===== src/shared/motor_timer_pkg.sv =====
// Register map, field positions, reset values and widths of the motor timer.
`default_nettype none
package motor_timer_pkg;
	localparam int          ADDR_W        = 8;
	localparam logic [7:0]  OFS_CONTROL_0 = 8'h00;
	localparam logic [7:0]  OFS_CONTROL_1 = 8'h04;
	localparam logic [7:0]  OFS_COUNT_LO  = 8'h08;
	localparam logic [7:0]  OFS_COUNT_HI  = 8'h0C;
	localparam logic [7:0]  OFS_CMP_LO    = 8'h10;
	localparam logic [7:0]  OFS_CMP_HI    = 8'h14;
	localparam logic [7:0]  OFS_CAP_LO    = 8'h18;
	localparam logic [7:0]  OFS_CAP_HI    = 8'h1C;
	localparam logic [7:0]  OFS_STATUS    = 8'h20;
	localparam logic [7:0]  OFS_IRQ_EN    = 8'h24;
	// Control 0 fields.
	localparam int          PAUSE_BIT     = 7;
	localparam int          CLK_SEL_LSB   = 4;
	localparam int          TIMER_ON_BIT  = 3;
	localparam int          SRC_SEL_LSB   = 0;
	localparam logic [7:0]  CONTROL_0_MASK = 8'hFB;
	// Control 1 fields.
	localparam int          EDGE_SEL_LSB  = 6;
	localparam int          TRIG_EN_BIT   = 5;
	localparam int          FILT_CNT_BIT  = 4;
	localparam int          FILT_CLK_BIT  = 3;
	localparam int          FILT_EN_BIT   = 2;
	localparam int          CLR_TRIG_BIT  = 1;
	localparam int          CLR_MATCH_BIT = 0;
	// Status and interrupt enable fields.
	localparam int          TRIG_FLAG_BIT  = 0;
	localparam int          MATCH_FLAG_BIT = 1;
	// Encodings.
	localparam logic [2:0]  CLK_SEL_PWM   = 3'h0;
	localparam logic [1:0]  EDGE_NONE     = 2'h0;
	localparam logic [1:0]  EDGE_RISE     = 2'h1;
	localparam logic [1:0]  EDGE_FALL     = 2'h2;
	localparam logic [1:0]  EDGE_BOTH     = 2'h3;
	// Reset values and widths.
	localparam logic [7:0]  BYTE_RESET    = 8'h00;
	localparam logic [15:0] WORD_RESET    = 16'h0000;
	localparam logic [15:0] COUNT_MAX     = 16'hFFFF;
	localparam int          PRESC_W       = 7;
	localparam int          IN_SYNC_W     = 5;
	localparam logic [1:0]  FILT_SLOW_LAST = 2'h3;
endpackage
`default_nettype wire


===== src/design/motor_capture_compare_timer.sv =====
// Motor control capture and compare timer with an APB register slave.
//
// Chosen here: the APB slave port and the placing of the registers.
`default_nettype none
module motor_capture_compare_timer (
	input  wire logic        sys_clk,            // System clock, 100 MHz
	input  wire logic        reset_n,            // Synchronous reset, active low
	input  wire logic        clk_en,             // Freezes all state while low
	input  wire logic        psel,               // APB select
	input  wire logic        penable,            // APB enable
	input  wire logic        pwrite,             // APB write
	input  wire logic [7:0]  paddr,              // APB byte address
	input  wire logic [31:0] pwdata,             // APB write data
	input  wire logic        hall_input_a,       // Hall input a pin
	input  wire logic        hall_input_b,       // Hall input b pin
	input  wire logic        hall_input_c,       // Hall input c pin
	input  wire logic        aux_trigger_input,  // Auxiliary trigger pin
	input  wire logic        pwm_period_signal,  // PWM period signal
	output logic      [31:0] prdata,             // APB read data
	output logic             pready,             // APB ready
	output logic             pslverr,            // APB error on unmapped address
	output logic             irq,                // Interrupt request
	output logic             compare_match       // Counter equals compare value
);
	logic [7:0]  timer_control_0;
	logic [7:0]  timer_control_1;
	logic [15:0] count;
	logic [15:0] compare;
	logic [15:0] captured;
	logic        trigger_event_flag;
	logic        match_event_flag;
	logic        trigger_irq_enable;
	logic        match_irq_enable;
	logic [motor_timer_pkg::IN_SYNC_W-1:0] sync_1;
	logic [motor_timer_pkg::IN_SYNC_W-1:0] sync_2;
	logic [motor_timer_pkg::PRESC_W-1:0]   presc;
	logic [1:0]  filt_clk;
	logic [3:0]  hist;
	logic        filt;
	logic        trig_prev;
	logic        pwm_prev;
	logic        timer_on_d;

	// Two-stage synchronisers for every pin input.
	wire [motor_timer_pkg::IN_SYNC_W-1:0] raw_in = {pwm_period_signal, aux_trigger_input,
		hall_input_c, hall_input_b, hall_input_a};
	genvar gi;
	generate
		for (gi = 0; gi < motor_timer_pkg::IN_SYNC_W; gi++) begin : g_sync
			always_ff @(posedge sys_clk) begin
				if (!reset_n) begin
					sync_1[gi] <= 1'b0;
					sync_2[gi] <= 1'b0;
				end else if (clk_en) begin
					sync_1[gi] <= raw_in[gi];
					sync_2[gi] <= sync_1[gi];
				end
			end
		end
	endgenerate
	wire filtered_hall_a = sync_2[0];
	wire filtered_hall_b = sync_2[1];
	wire filtered_hall_c = sync_2[2];
	wire aux_sync        = sync_2[3];
	wire pwm_sync        = sync_2[4];

	// Control fields.
	wire       count_pause                = timer_control_0[motor_timer_pkg::PAUSE_BIT];
	wire [2:0] count_clock_select         = timer_control_0[motor_timer_pkg::CLK_SEL_LSB +: 3];
	wire       timer_on                   = timer_control_0[motor_timer_pkg::TIMER_ON_BIT];
	wire [1:0] trigger_source_select      = timer_control_0[motor_timer_pkg::SRC_SEL_LSB +: 2];
	wire [1:0] trigger_edge_select        = timer_control_1[motor_timer_pkg::EDGE_SEL_LSB +: 2];
	wire       trigger_input_enable       = timer_control_1[motor_timer_pkg::TRIG_EN_BIT];
	wire       filter_sample_count        = timer_control_1[motor_timer_pkg::FILT_CNT_BIT];
	wire       filter_sample_clock_select = timer_control_1[motor_timer_pkg::FILT_CLK_BIT];
	wire       filter_enable              = timer_control_1[motor_timer_pkg::FILT_EN_BIT];
	wire       clear_on_trigger           = timer_control_1[motor_timer_pkg::CLR_TRIG_BIT];
	wire       clear_on_match             = timer_control_1[motor_timer_pkg::CLR_MATCH_BIT];

	// Count clock: a divide by 2**code is a tick when the low code bits of the prescaler are all ones.
	wire [7:0] presc_mask_w = (8'h01 << count_clock_select) - 8'h01;
	wire [motor_timer_pkg::PRESC_W-1:0] presc_mask = presc_mask_w[motor_timer_pkg::PRESC_W-1:0];
	wire presc_tick = (presc & presc_mask) == presc_mask;
	wire pwm_rise   = pwm_sync & ~pwm_prev;
	wire count_tick = (count_clock_select == motor_timer_pkg::CLK_SEL_PWM) ?
		pwm_rise : presc_tick;

	// Trigger source selection.
	wire sel_in = (trigger_source_select == 2'h0) ? filtered_hall_a :
		(trigger_source_select == 2'h1) ? filtered_hall_b :
		(trigger_source_select == 2'h2) ? filtered_hall_c : aux_sync;

	// Noise filter sampling and acceptance.
	wire sample_tick = filter_sample_clock_select ?
		(filt_clk == motor_timer_pkg::FILT_SLOW_LAST) : 1'b1;
	wire hist_same = filter_sample_count ?
		((hist == 4'hF) || (hist == 4'h0)) :
		((hist[1:0] == 2'h3) || (hist[1:0] == 2'h0));
	wire trig_sig = filter_enable ? filt : sel_in;

	// Edge detection and capture qualification.
	wire trig_rise = trig_sig & ~trig_prev;
	wire trig_fall = ~trig_sig & trig_prev;
	wire edge_hit  = (trigger_edge_select == motor_timer_pkg::EDGE_RISE) ? trig_rise :
		(trigger_edge_select == motor_timer_pkg::EDGE_FALL) ? trig_fall :
		(trigger_edge_select == motor_timer_pkg::EDGE_BOTH) ? (trig_rise | trig_fall) :
		1'b0;
	wire capture_evt = timer_on & trigger_input_enable & edge_hit;

	// Compare and counter control.
	wire match_now = (count == compare);
	wire match_evt = timer_on & match_now & ~compare_match;
	wire on_rise   = timer_on & ~timer_on_d;
	wire clr_trig  = capture_evt & clear_on_trigger;
	wire clr_match = match_now & clear_on_match;
	wire [15:0] count_inc = count + 16'h0001;
	wire [15:0] next_count = on_rise ? motor_timer_pkg::WORD_RESET :
		!timer_on ? count :
		clr_trig ? motor_timer_pkg::WORD_RESET :
		clr_match ? motor_timer_pkg::WORD_RESET :
		(!count_pause && count_tick) ? count_inc : count;

	// APB decode: one wait state, write lands at the completing edge.
	wire access     = psel & penable & ~pready;
	wire done       = psel & penable & pready;
	wire wr_fire    = done & pwrite;
	wire hit_ctl0   = (paddr == motor_timer_pkg::OFS_CONTROL_0);
	wire hit_ctl1   = (paddr == motor_timer_pkg::OFS_CONTROL_1);
	wire hit_cnt_lo = (paddr == motor_timer_pkg::OFS_COUNT_LO);
	wire hit_cnt_hi = (paddr == motor_timer_pkg::OFS_COUNT_HI);
	wire hit_cmp_lo = (paddr == motor_timer_pkg::OFS_CMP_LO);
	wire hit_cmp_hi = (paddr == motor_timer_pkg::OFS_CMP_HI);
	wire hit_cap_lo = (paddr == motor_timer_pkg::OFS_CAP_LO);
	wire hit_cap_hi = (paddr == motor_timer_pkg::OFS_CAP_HI);
	wire hit_stat   = (paddr == motor_timer_pkg::OFS_STATUS);
	wire hit_irq_en = (paddr == motor_timer_pkg::OFS_IRQ_EN);
	wire mapped = hit_ctl0 | hit_ctl1 | hit_cnt_lo | hit_cnt_hi | hit_cmp_lo | hit_cmp_hi |
		hit_cap_lo | hit_cap_hi | hit_stat | hit_irq_en;
	wire [7:0] status_rd = {6'h00, match_event_flag, trigger_event_flag};
	wire [7:0] irq_en_rd = {6'h00, match_irq_enable, trigger_irq_enable};
	wire [7:0] rd_mux = hit_ctl0 ? timer_control_0 :
		hit_ctl1 ? timer_control_1 :
		hit_cnt_lo ? count[7:0] :
		hit_cnt_hi ? count[15:8] :
		hit_cmp_lo ? compare[7:0] :
		hit_cmp_hi ? compare[15:8] :
		hit_cap_lo ? captured[7:0] :
		hit_cap_hi ? captured[15:8] :
		hit_stat ? status_rd :
		hit_irq_en ? irq_en_rd : 8'h00;
	wire clr_trig_flag  = wr_fire & hit_stat & pwdata[motor_timer_pkg::TRIG_FLAG_BIT];
	wire clr_match_flag = wr_fire & hit_stat & pwdata[motor_timer_pkg::MATCH_FLAG_BIT];
	// A new event in the cycle of its clear wins over the clear.
	wire next_trig_flag  = (trigger_event_flag & ~clr_trig_flag) | capture_evt;
	wire next_match_flag = (match_event_flag & ~clr_match_flag) | match_evt;
	wire next_irq = (next_trig_flag & trigger_irq_enable) |
		(next_match_flag & match_irq_enable);

	always_ff @(posedge sys_clk) begin
		if (!reset_n) begin
			pready  <= 1'b0;
			pslverr <= 1'b0;
			prdata  <= 32'h0000_0000;
		end else if (clk_en) begin
			pready  <= access;
			pslverr <= access & ~mapped;
			prdata  <= (access & ~pwrite) ? {24'h00_0000, rd_mux} : 32'h0000_0000;
		end
	end

	always_ff @(posedge sys_clk) begin
		if (!reset_n) begin
			timer_control_0    <= motor_timer_pkg::BYTE_RESET;
			timer_control_1    <= motor_timer_pkg::BYTE_RESET;
			compare            <= motor_timer_pkg::WORD_RESET;
			trigger_irq_enable <= 1'b0;
			match_irq_enable   <= 1'b0;
		end else if (clk_en && wr_fire) begin
			if (hit_ctl0) begin
				timer_control_0 <= pwdata[7:0] & motor_timer_pkg::CONTROL_0_MASK;
			end
			if (hit_ctl1) begin
				timer_control_1 <= pwdata[7:0];
			end
			if (hit_cmp_lo) begin
				compare[7:0] <= pwdata[7:0];
			end
			if (hit_cmp_hi) begin
				compare[15:8] <= pwdata[7:0];
			end
			if (hit_irq_en) begin
				trigger_irq_enable <= pwdata[motor_timer_pkg::TRIG_FLAG_BIT];
				match_irq_enable   <= pwdata[motor_timer_pkg::MATCH_FLAG_BIT];
			end
		end
	end

	always_ff @(posedge sys_clk) begin
		if (!reset_n) begin
			presc     <= '0;
			filt_clk  <= 2'h0;
			hist      <= 4'h0;
			filt      <= 1'b0;
			trig_prev <= 1'b0;
			pwm_prev  <= 1'b0;
		end else if (clk_en) begin
			presc     <= presc + 1'b1;
			filt_clk  <= filt_clk + 2'h1;
			if (sample_tick) begin
				hist <= {hist[2:0], sel_in};
			end
			if (hist_same) begin
				filt <= hist[0];
			end
			trig_prev <= trig_sig;
			pwm_prev  <= pwm_sync;
		end
	end

	always_ff @(posedge sys_clk) begin
		if (!reset_n) begin
			count              <= motor_timer_pkg::WORD_RESET;
			captured           <= motor_timer_pkg::WORD_RESET;
			timer_on_d         <= 1'b0;
			compare_match      <= 1'b0;
			trigger_event_flag <= 1'b0;
			match_event_flag   <= 1'b0;
			irq                <= 1'b0;
		end else if (clk_en) begin
			count              <= next_count;
			timer_on_d         <= timer_on;
			compare_match      <= match_now;
			trigger_event_flag <= next_trig_flag;
			match_event_flag   <= next_match_flag;
			irq                <= next_irq;
			if (capture_evt) begin
				captured <= count;
			end
		end
	end
endmodule
`default_nettype wire


===== config.mk =====
export PLATFORM = sky130hd
export DESIGN_NAME = motor_capture_compare_timer
export DESIGN_NICKNAME = d
export VERILOG_FILES = /design/src/shared/motor_timer_pkg.sv /design/src/design/motor_capture_compare_timer.sv
export SDC_FILE = /design/constraint.sdc
export NUM_CORES = 1
export LEC_CHECK = 0
export BUFFER_PORTS_ARGS = -buffer_cell sky130_fd_sc_hd__buf_4
export CAP_MARGIN = 0
export CORE_MARGIN = 1
export CORE_UTILIZATION = 45
export CTS_BUF_LIST = sky130_fd_sc_hd__clkbuf_16
export DETAILED_ROUTE_END_ITERATION = 8
export HOLD_SLACK_MARGIN = 0.05
export MAX_ROUTING_LAYER = met4
export PLACE_DENSITY = 0.76
export SKIP_LAST_GASP = 1
export SLEW_MARGIN = 20
export SYNTH_ARGS = -nofsm -noshare
export SYNTH_HDL_FRONTEND = slang
export SYNTH_SLANG_ARGS = --single-unit

===== constraint.sdc =====
create_clock -name sys_clk -period 3 [get_ports sys_clk]
set_clock_uncertainty 0.05 [all_clocks]
set_input_delay 0.45 -clock sys_clk [delete_from_list [all_inputs] [get_ports sys_clk]]
set_output_delay 0.45 -clock sys_clk [all_outputs]
set_load 0.01 [all_outputs]

-- Word level (Yosys, flattened, before mapping)
Cells that the tools add are included.
- register bits: 130
- latch bits: 0
- bits in writable memories: 0
- ROM bits: 0
- input port bits: 51
- output and inout port bits: 36
- word-level logic and storage cells: 150
- memories: 0
- add/subtract/negate cells: 4
- $mul: 0
- divide/modulo/power cells: 0
- order comparisons: 0
- equality and inequality tests: 19
- shift operators: 1
- multiplexer cells: 26
- bitwise operators: 47
- reduce and logical (&&, ||, !) cells: 21
- operator list (kind ; count):
    $mux 16 ; 5
    $mux 8 ; 9
    $eq 8x5->1 const B ; 4
    $and 1x1->1 ; 23
    $add 16x1->16 const B ; 1
    $eq 16x16->1 ; 1
    $eq 8x4->1 const B ; 2
    $eq 8x6->1 const B ; 2
    $reduce_and 2->1 ; 8
    $or 1x1->1 ; 13
    $eq 2x2->1 const B ; 5
    $mux 1 ; 10
    $not 1->1 ; 10
    $eq 8x3->1 const B ; 1
    $logic_not 8->1 ; 1
    $add 7x1->7 const B ; 1
    $and 7x7->7 ; 1
    $eq 7x7->1 ; 1
    $shl 1x3->7 const A ; 1
    $sub 7x1->7 const B ; 1
    $eq 2x1->1 const B ; 2
    $eq 4x4->1 const B ; 1
    $logic_not 2->1 ; 2
    $logic_not 4->1 ; 1
    9 further kinds ; 12

-- Longest topological paths before layout
Gate-level depths: netlist of the first run.
- depth in word-level cells: 16
- mapped depth: 12
- mapped depth without buffers: 10

-- Worst setup path before layout of the first run
Ideal clock, no wire load.
- kind: flip-flop to flip-flop
- from: reg timer_control_0[0]
- to: reg captured[10]
- library setup time: 0.128 ns
- data arrival time: 2.699 ns
- required time: 2.822 ns
- path slack: 0.123 ns
- stages on the path, launching flop included: 13
- path buffers: 2
- period minus slack after synthesis: 2.877 ns
- cell sequence: dfxtp_1 -> mux4_2 -> mux2i_1 -> inv_1 -> ha_1 -> and3b_1 -> a31oi_1 -> nor2b_1 -> nand3_1 -> clkbuf_1 -> buf_2 -> mux2i_1 -> nor2_1
- cells in the longest elaborated chain, start to end: 13
- elaborated cells between the ends (all ways): 16
- classes of those cells: eq/ne: 2; mux: 7; bitwise: 5; reduce/logical: 2
- ends and longest elaborated chain (element ; RTL line ; source):
    from (decl) ; motor_capture_compare_timer.sv:25 ; logic [7:0] timer_control_0;
    from (signal assigned) ; motor_capture_compare_timer.sv:173 ; timer_control_0 <= motor_timer_pkg::BYTE_RESET;
    from (signal assigned) ; motor_capture_compare_timer.sv:180 ; timer_control_0 <= pwdata[7:0] & motor_timer_pkg::CONTROL_0_MASK;
    $eq 2x2->1 ; motor_capture_compare_timer.sv:91 ; (trigger_source_select == 2'h2) ? filtered_hall_c : aux_sync;
    $mux 1 ; motor_capture_compare_timer.sv:91 ;
    $mux 1 ; motor_capture_compare_timer.sv:90 ; (trigger_source_select == 2'h1) ? filtered_hall_b :
    $mux 1 * ; motor_capture_compare_timer.sv:89 ; wire sel_in = (trigger_source_select == 2'h0) ? filtered_hall_a :
    $mux 1 * ; motor_capture_compare_timer.sv:99 ; wire trig_sig = filter_enable ? filt : sel_in;
    via trig_sig ; motor_capture_compare_timer.sv:99 ;
    $not 1->1 ; motor_capture_compare_timer.sv:103 ; wire trig_fall = ~trig_sig & trig_prev;
    $and 1x1->1 ; motor_capture_compare_timer.sv:103 ;
    $or 1x1->1 ; motor_capture_compare_timer.sv:106 ; (trigger_edge_select == motor_timer_pkg::EDGE_BOTH) ? (trig_rise | trig_fall) :
    $mux 1 ; motor_capture_compare_timer.sv:106 ;
    $mux 1 ; motor_capture_compare_timer.sv:105 ; (trigger_edge_select == motor_timer_pkg::EDGE_FALL) ? trig_fall :
    $mux 1 * ; motor_capture_compare_timer.sv:104 ; wire edge_hit = (trigger_edge_select == motor_timer_pkg::EDGE_RISE) ? trig_rise :
    $and 1x1->1 * ; motor_capture_compare_timer.sv:108 ; wire capture_evt = timer_on & trigger_input_enable & edge_hit;
    $reduce_and 2->1 (no source line) * ; -- ;
    to (signal assigned) ; motor_capture_compare_timer.sv:223 ; captured <= motor_timer_pkg::WORD_RESET;
    to (signal assigned) ; motor_capture_compare_timer.sv:237 ; captured <= count;
    to (decl) ; motor_capture_compare_timer.sv:29 ; logic [15:0] captured;
Mark *: on every way through the listed nets, which the timed path passes. The rest lies on a longest branch.
A chain may end at the register's enable or synchronous reset.

-- Worst setup path in the final report of the first run
- from: reg timer_control_0[0]
- to: reg captured[1]
Same word-level chain as after synthesis.

==> metrics.md, run 1 <==
| Metric | Value |
|---|---|
| Hold Path Depth | 3 |
| Number of max-cap violations | 0 |
| Crit. Startpoint | timer_control_0[0] |
| Fraction of registers with async set/reset | 0% |
| Kind of cell adding the most delay to the critical path | multiplexers |
| Highest clock rate | 362 MHz |
| Clk root buf | clkbuf_16 |
| Slew @ Worst Pin | 839 ps |
| Tmin final | 2760 ps |
| Clk pwr share | 42.3% |
| Reg2Reg Depth | 11 |
| Req. time, crit path | 3150 ps |
| Final Net Count | 702 |
| Synth top cells by count | dfxtp_1 (106), nor2_1 (89), mux2i_1 (75), clkbuf_1 (31) |
| Hold endpoint | sync_1[0] |
| Pre-CTS WS | 152 ps |
| Critical Path AT | 2910 ps |
| Final Hold Vio Count | 0 |
| Total GRT Usage | 22.7% |
| Iteration-0 DRC Markers | 341 |
| Hold WC Path Type | in2reg |
| Crit. End Element | register |
| Clock sink count | 106 |
| Final setup viols | 0 |
| FF+latch count, synth | 106 |
| Final Cycle Share | 92.1% |
| Clock-pin slew on the worst setup and hold paths | 70 ps |
| CTS Hold Bufs | 0 |
| R2r startpoint | timer_control_0[0] |
| Final setup TNS | 0 ps |
| Final core occ | 51.2% |
| Worst-Skew Late Latency | 350 ps |
| FF-to-FF End | captured[1] |
| WL/cell | 16.8 um |
| Die height | 113 um |
| RSZ-0062 raised after global routing | no |
| Combinational share of power | 6.7% |
| Post-synth EDFFs | 0 |
| Final wirelength | 13400 um |
| Area leader, netlist | dfxtp_1 |
| Synth top area share | 38.5% |
| First-pass GRT wire length | 22000 um |
| Sequential share of power | 51.0% |
| Fin. max-slew vios | 0 |
| Register-to-register setup slack | 240 ps |
| Critical path type | reg2reg |
| Detail Route Antenna Nets | 0 |
| Initial antenna violation count | 0 |
| Drt pass-1 iters | 6 |
| Synthesized cell area | 5510 sq um |
| Die area | 12700 sq um |
| Synth top area cells | dfxtp_1 (39%), mux2i_1 (14%), nor2_1 (6.1%) |
| Hold path startpoint | hall_input_a |
| P_leak | 0.00242 uW |
| Total gr overflow | 0 |
| Vias in the first global route | 4311 |
| Initial Util | 46.0% |
| Synth Area per Inst | 8.88 sq um |
| Gp weighted congestion | 0.894 |
| Critical path, cell by cell | mux4_2, mux2i_2, inv_1, ha_1, and3b_1, a31oi_1, nor2b_1, nand3_1, buf_4, mux2i_1, nor2_1 |
| Slew margin rel. | 44.0% |
| Largest net degree at the start of global routing | 82 |
| Setup slack after layout | 238 ps |
| CP max stage delay | 540 ps |
| Area growth syn-to-layout | 11.3% |
| Via count | 4611 |
| Synth Warn # | 0 |
| Core area | 12000 sq um |
| Vias per cell | 5.80 |
| IO Pins | 87 |
| Post-CTS Setup Bufs | 0 |
| Cell count after synthesis | 620 |
| DRC viols | 0 |
| Peak supply drop | 0.289 mV |
| CP max FO | 9 |
| Fillers | 1075 |
| Sw Ratio | 24.0% |
| CTS Buf Count | 9 |
| ANT cells | 0 |
| Layout cells sized above 1 | 14.2% |
| Htree depth | 3 |
| Crit path buf inv count | 2 |
| Hpwl dp | 9510 um |
| Internal power | 2140 uW |
| Crit path max-delay cell type | mux4_2 |
| Power density cells | 459 nW/um^2 |
| TritonCTS clock tree | built |
| Top_reg_cell synth | dfxtp_1 |
| Outcome | completed |
| Most common cell in the netlist | dfxtp_1 |
| Port bufs | 38 |
| Startpoint Class | register |
| Rows | 40 |
| Sequential area share after synthesis | 38.5% |
| Die W | 113 um |
| Psw | 675 uW |
| Synth cell types | 68 |
| CTS Buffer Depth | 2 |
[metal layers]
metal / track usage (%) / wire length, um / vias up
met5: - / 0 / -
met4: 8.36 / 335 / 0
met3: 3.29 / 659 / 28
met2: 36.0 / 6320 / 141
met1: 29.3 / 6070 / 2226
li1: - / - / 2216
[placed cells by master (no fill, tap or decap), types with 19 or more instances in the layout]
master	synthesis	routed
dfxtp_1	106	106
nor2_1	89	89
mux2i_1	75	74
buf_4	24	52
nand2_1	30	30
a21oi_1	30	30
o21ai_0	24	24
conb_1	1	24
xnor2_1	19	19
[cell type report]
type | count | area (sq um) | area share, %
clock buffers | 9 | 225 | 3.67
flip-flops and latches | 106 | 2120 | 34.6
clock inverters | 7 | 71.3 | 1.16
multi-input cells | 460 | 3080 | 50.3
inverters | 14 | 52.6 | 0.857
repair buffers | 52 | 390 | 6.37
well taps | 147 | 184 | 3.00
[worst max-delay path by stage]
stage               slack [ps]  cells past startpoint           end
detailed placement         150                      9      count[4]
finish                     240                     11   captured[1]
global route                20                     11   captured[1]
global placement           270                      9      count[3]
CTS                        100                      9      count[4]
floorplan                  120                     12  captured[10]
[sequential cells by signal (all words and copies together), names as in the netlist, 2 cells and up]
signal and flops:
prdata 8, hist 4, captured 16, filt_clk 2
presc 7, timer_control_1 8, compare 16, timer_control_0 7
sync_1 5, count 16
[worst register-to-register path, cell delays in order (launching register included)]
cell and delay (ps):
dfxtp_1 380, mux4_2 540, mux2i_2 220, inv_1 70
ha_1 200, and3b_1 170, a31oi_1 190, nor2b_1 110
nand3_1 120, buf_4 230, mux2i_1 250, nor2_1 80
[metrics by stage]
step,power (uW),instance area (sq um),hold slack (ps),std cells
floorplan,1600,5590,386,643
global placement,1650,5830,400,779
detailed placement,1650,5830,399,779
CTS,2820,6120,281,795
global route,2900,6130,288,795
finish,2820,6130,285,795
[what timing repair did]
item                                    CTS  global route
gates resized for setup                   0             2
endpoints found under the hold margin     0             0
endpoints found under the setup margin    0            15
[power by group through the flow]
stage	Clock [uW]	Sequential [uW]	Combinational (uW)
floorplan	0	1470	137
global placement	0	1470	182
detailed placement	0	1470	187
CTS	1200	1440	188
global route	1260	1440	206
finish	1190	1440	189
[kinds of logic (layout without fill, tap and decap cells)]
| family | Yosys count | in the layout | synth area share, % |
|---|---|---|---|
| AND/OR/NAND/NOR | 214 | 214 | 19.8 |
| AO/OA/AOI/OAI | 107 | 107 | 12.4 |
| flip-flops | 106 | 106 | 38.5 |
| multiplexers | 85 | 85 | 16.7 |
| buffers and inverters | 77 | 82 | 7.13 |
| XOR/XNOR | 22 | 22 | 3.50 |
| adder cells (fa/ha/maj) | 8 | 8 | 1.82 |
| other | 1 | 24 | 0.0681 |
Note: power is estimated with default switching activity, not from simulation.
==> run 2: changes to the inputs <==
- CORE_UTILIZATION: 45 -> 51
- PLACE_DENSITY: 0.76 -> 0.84
==> run 2 against run 1 <==
- setup slack got worse by 65 ps
- final area rose by 0.41%
- total power fell by 0.42%
- global-route usage rose by 2.5 points
- sequential share of layout area fell by 0.14 points
- first-iteration DRC count rose by 28%
- die area fell by 12%
- critical endpoint is now count[4]
- largest power group unchanged
==> metrics.md, run 2 (synthesis results as in run 1) <==
| Metric | Value |
|---|---|
| Multi-input gate area | 3090 sq um |
| Register-to-register setup slack | 170 ps |
| Req. time, crit path | 3220 ps |
| Layout cells sized above 1 | 14.8% |
| CTS Buffer Depth | 2 |
| IO Pins | 87 |
| Regs by FF count | captured x16, compare x16, count x16 |
| DRC viols | 0 |
| Hold path startpoint | hall_input_c |
| Peak supply drop | 0.337 mV |
| Vias in the first global route | 4430 |
| Die height | 106 um |
| FF-to-FF End | count[4] |
| Power Total | 2800 uW |
| Final Hold Vio Count | 0 |
| Total GRT Usage | 25.2% |
| Hpwl dp | 9400 um |
| TritonCTS clock tree | built |
| CP max FO | 6 |
| Hold WC Path Type | in2reg |
| Fin. max-slew vios | 0 |
| Hold endpoint | sync_1[2] |
| Tmin final | 2830 ps |
| P_leak | 0.00243 uW |
| Htree depth | 3 |
| Largest net degree at the start of global routing | 47 |
| Final setup viols | 0 |
| Total gr overflow | 0 |
| Power density cells | 456 nW/um^2 |
| Die W | 106 um |
| Iteration-0 DRC Markers | 437 |
| R2r startpoint | timer_control_0[0] |
| Port bufs | 38 |
| CTS resizes | 0 |
| Highest clock rate | 354 MHz |
| Clock sink count | 106 |
| CTS Hold Bufs | 0 |
| Commonest non-fill, non-tap cell in the layout | dfxtp_1 |
| Crit path max-delay cell type | mux4_2 |
| Area growth syn-to-layout | 11.7% |
| Final setup TNS | 0 ps |
| Crit. End Element | register |
| Slew margin rel. | 57.4% |
| Critical path type | reg2reg |
| Post-CTS Setup Bufs | 0 |
| CTS Buf Count | 9 |
| Clock-pin slew on the worst setup and hold paths | 80 ps |
| Initial Util | 52.9% |
| Number of max-cap violations | 0 |
| Rows | 37 |
| Drt pass-1 iters | 5 |
| WL/cell | 16.7 um |
| Outcome | completed |
| Gp weighted congestion | 0.953 |
| Worst-Skew Late Latency | 350 ps |
| CP max stage delay | 540 ps |
| Final wirelength | 13200 um |
| Core area | 10400 sq um |
| Clk root buf | clkbuf_16 |
| First-pass GRT wire length | 21800 um |
| Detail Route Antenna Nets | 0 |
| Final Cycle Share | 94.2% |
| Initial antenna violation count | 0 |
| Critical path, cell by cell | mux4_2, mux2i_1, inv_1, ha_1, and3b_1, a31oi_2, o22ai_1, a211oi_1, buf_4, a41oi_1, a31oi_1 |
| ANT cells | 0 |
| RSZ-0062 raised after global routing | no |
| Slew @ Worst Pin | 637 ps |
| Final Net Count | 704 |
| Fillers | 869 |
| Startpoint Class | register |
| Vias per cell | 5.97 |
| Via count | 4689 |
| Die area | 11200 sq um |
| Commonest cells after routing, fill and taps aside | dfxtp_1 (106), nor2_1 (89), mux2i_1 (75) |
| Critical Path AT | 3050 ps |
| Reg2Reg Depth | 11 |
| FF+latch area | 2120 sq um |
| Hold Path Depth | 3 |
run 2: cell count changes in the layout (fill, tap and decap cells not counted), moves of 2 or more:
| cell | before | now |
|---|---|---|
| clkinv_4 | 2 | 0 |
| clkinv_8 | 0 | 2 |
| inv_1 | 15 | 13 |
| inv_8 | 0 | 2 |
run 2: worst max-delay path, delay by kind of cell (launching register included):
kind | cells | cell delay, ps
and+or+nand+nor | 1 | 180
buffers and inverters | 2 | 260
adders and majority gates | 1 | 190
DFF | 1 | 430
AOI/OAI and AO/OA | 5 | 890
muxes | 2 | 740
run 2: worst max path at each step:
stage                               to  depth (start not counted)                from  slack [ps]
after floorplan           captured[10]                         12  timer_control_0[0]         120
after detailed placement      count[4]                          9  timer_control_0[5]         120
after global routing          count[4]                         11  timer_control_0[0]           7
after global placement        count[4]                         11  timer_control_0[0]         240
final                         count[4]                         11  timer_control_0[0]         170
after CTS                     count[4]                          9  timer_control_0[5]         100
run 2: layer usage:
layer | global-route usage [%] | vias to the layer above | part of all wire [%]
li1 | - | 2206 | -
met1 | 32.9 | 2235 | 44
met2 | 39.4 | 216 | 47
met3 | 4.66 | 32 | 7.1
met4 | 8.53 | 0 | 2.4
met5 | - | - | 0
run 2: final cells by class:
class	count	area share [%]
repair buffers	54	6.79
clock inverters	7	1.30
well taps	136	2.77
multi-input cells	460	50.1
flip-flops and latches	106	34.5
inverters	14	0.854
clock buffers	9	3.66
run 2: metrics by stage:
stage                     utilization [%]  worst slack, ps  hold slack [ps]  cells  cell area [sq um]
after floorplan                         -              123              386    643               5590
final                                59.1              173              278    786               6150
after global placement               56.1              241              394    770               5840
after detailed placement             56.1              121              408    770               5840
after CTS                            59.0             96.9              277    786               6150
after global routing                 59.1             6.73              281    786               6150
run 2: power breakdown:
part / internal [uW] / leakage [uW] / switching (uW)
clock network: 596 / 0.000146 / 587
logic: 70.5 / 0.00143 / 116
registers: 1420 / 0.000857 / 12.1
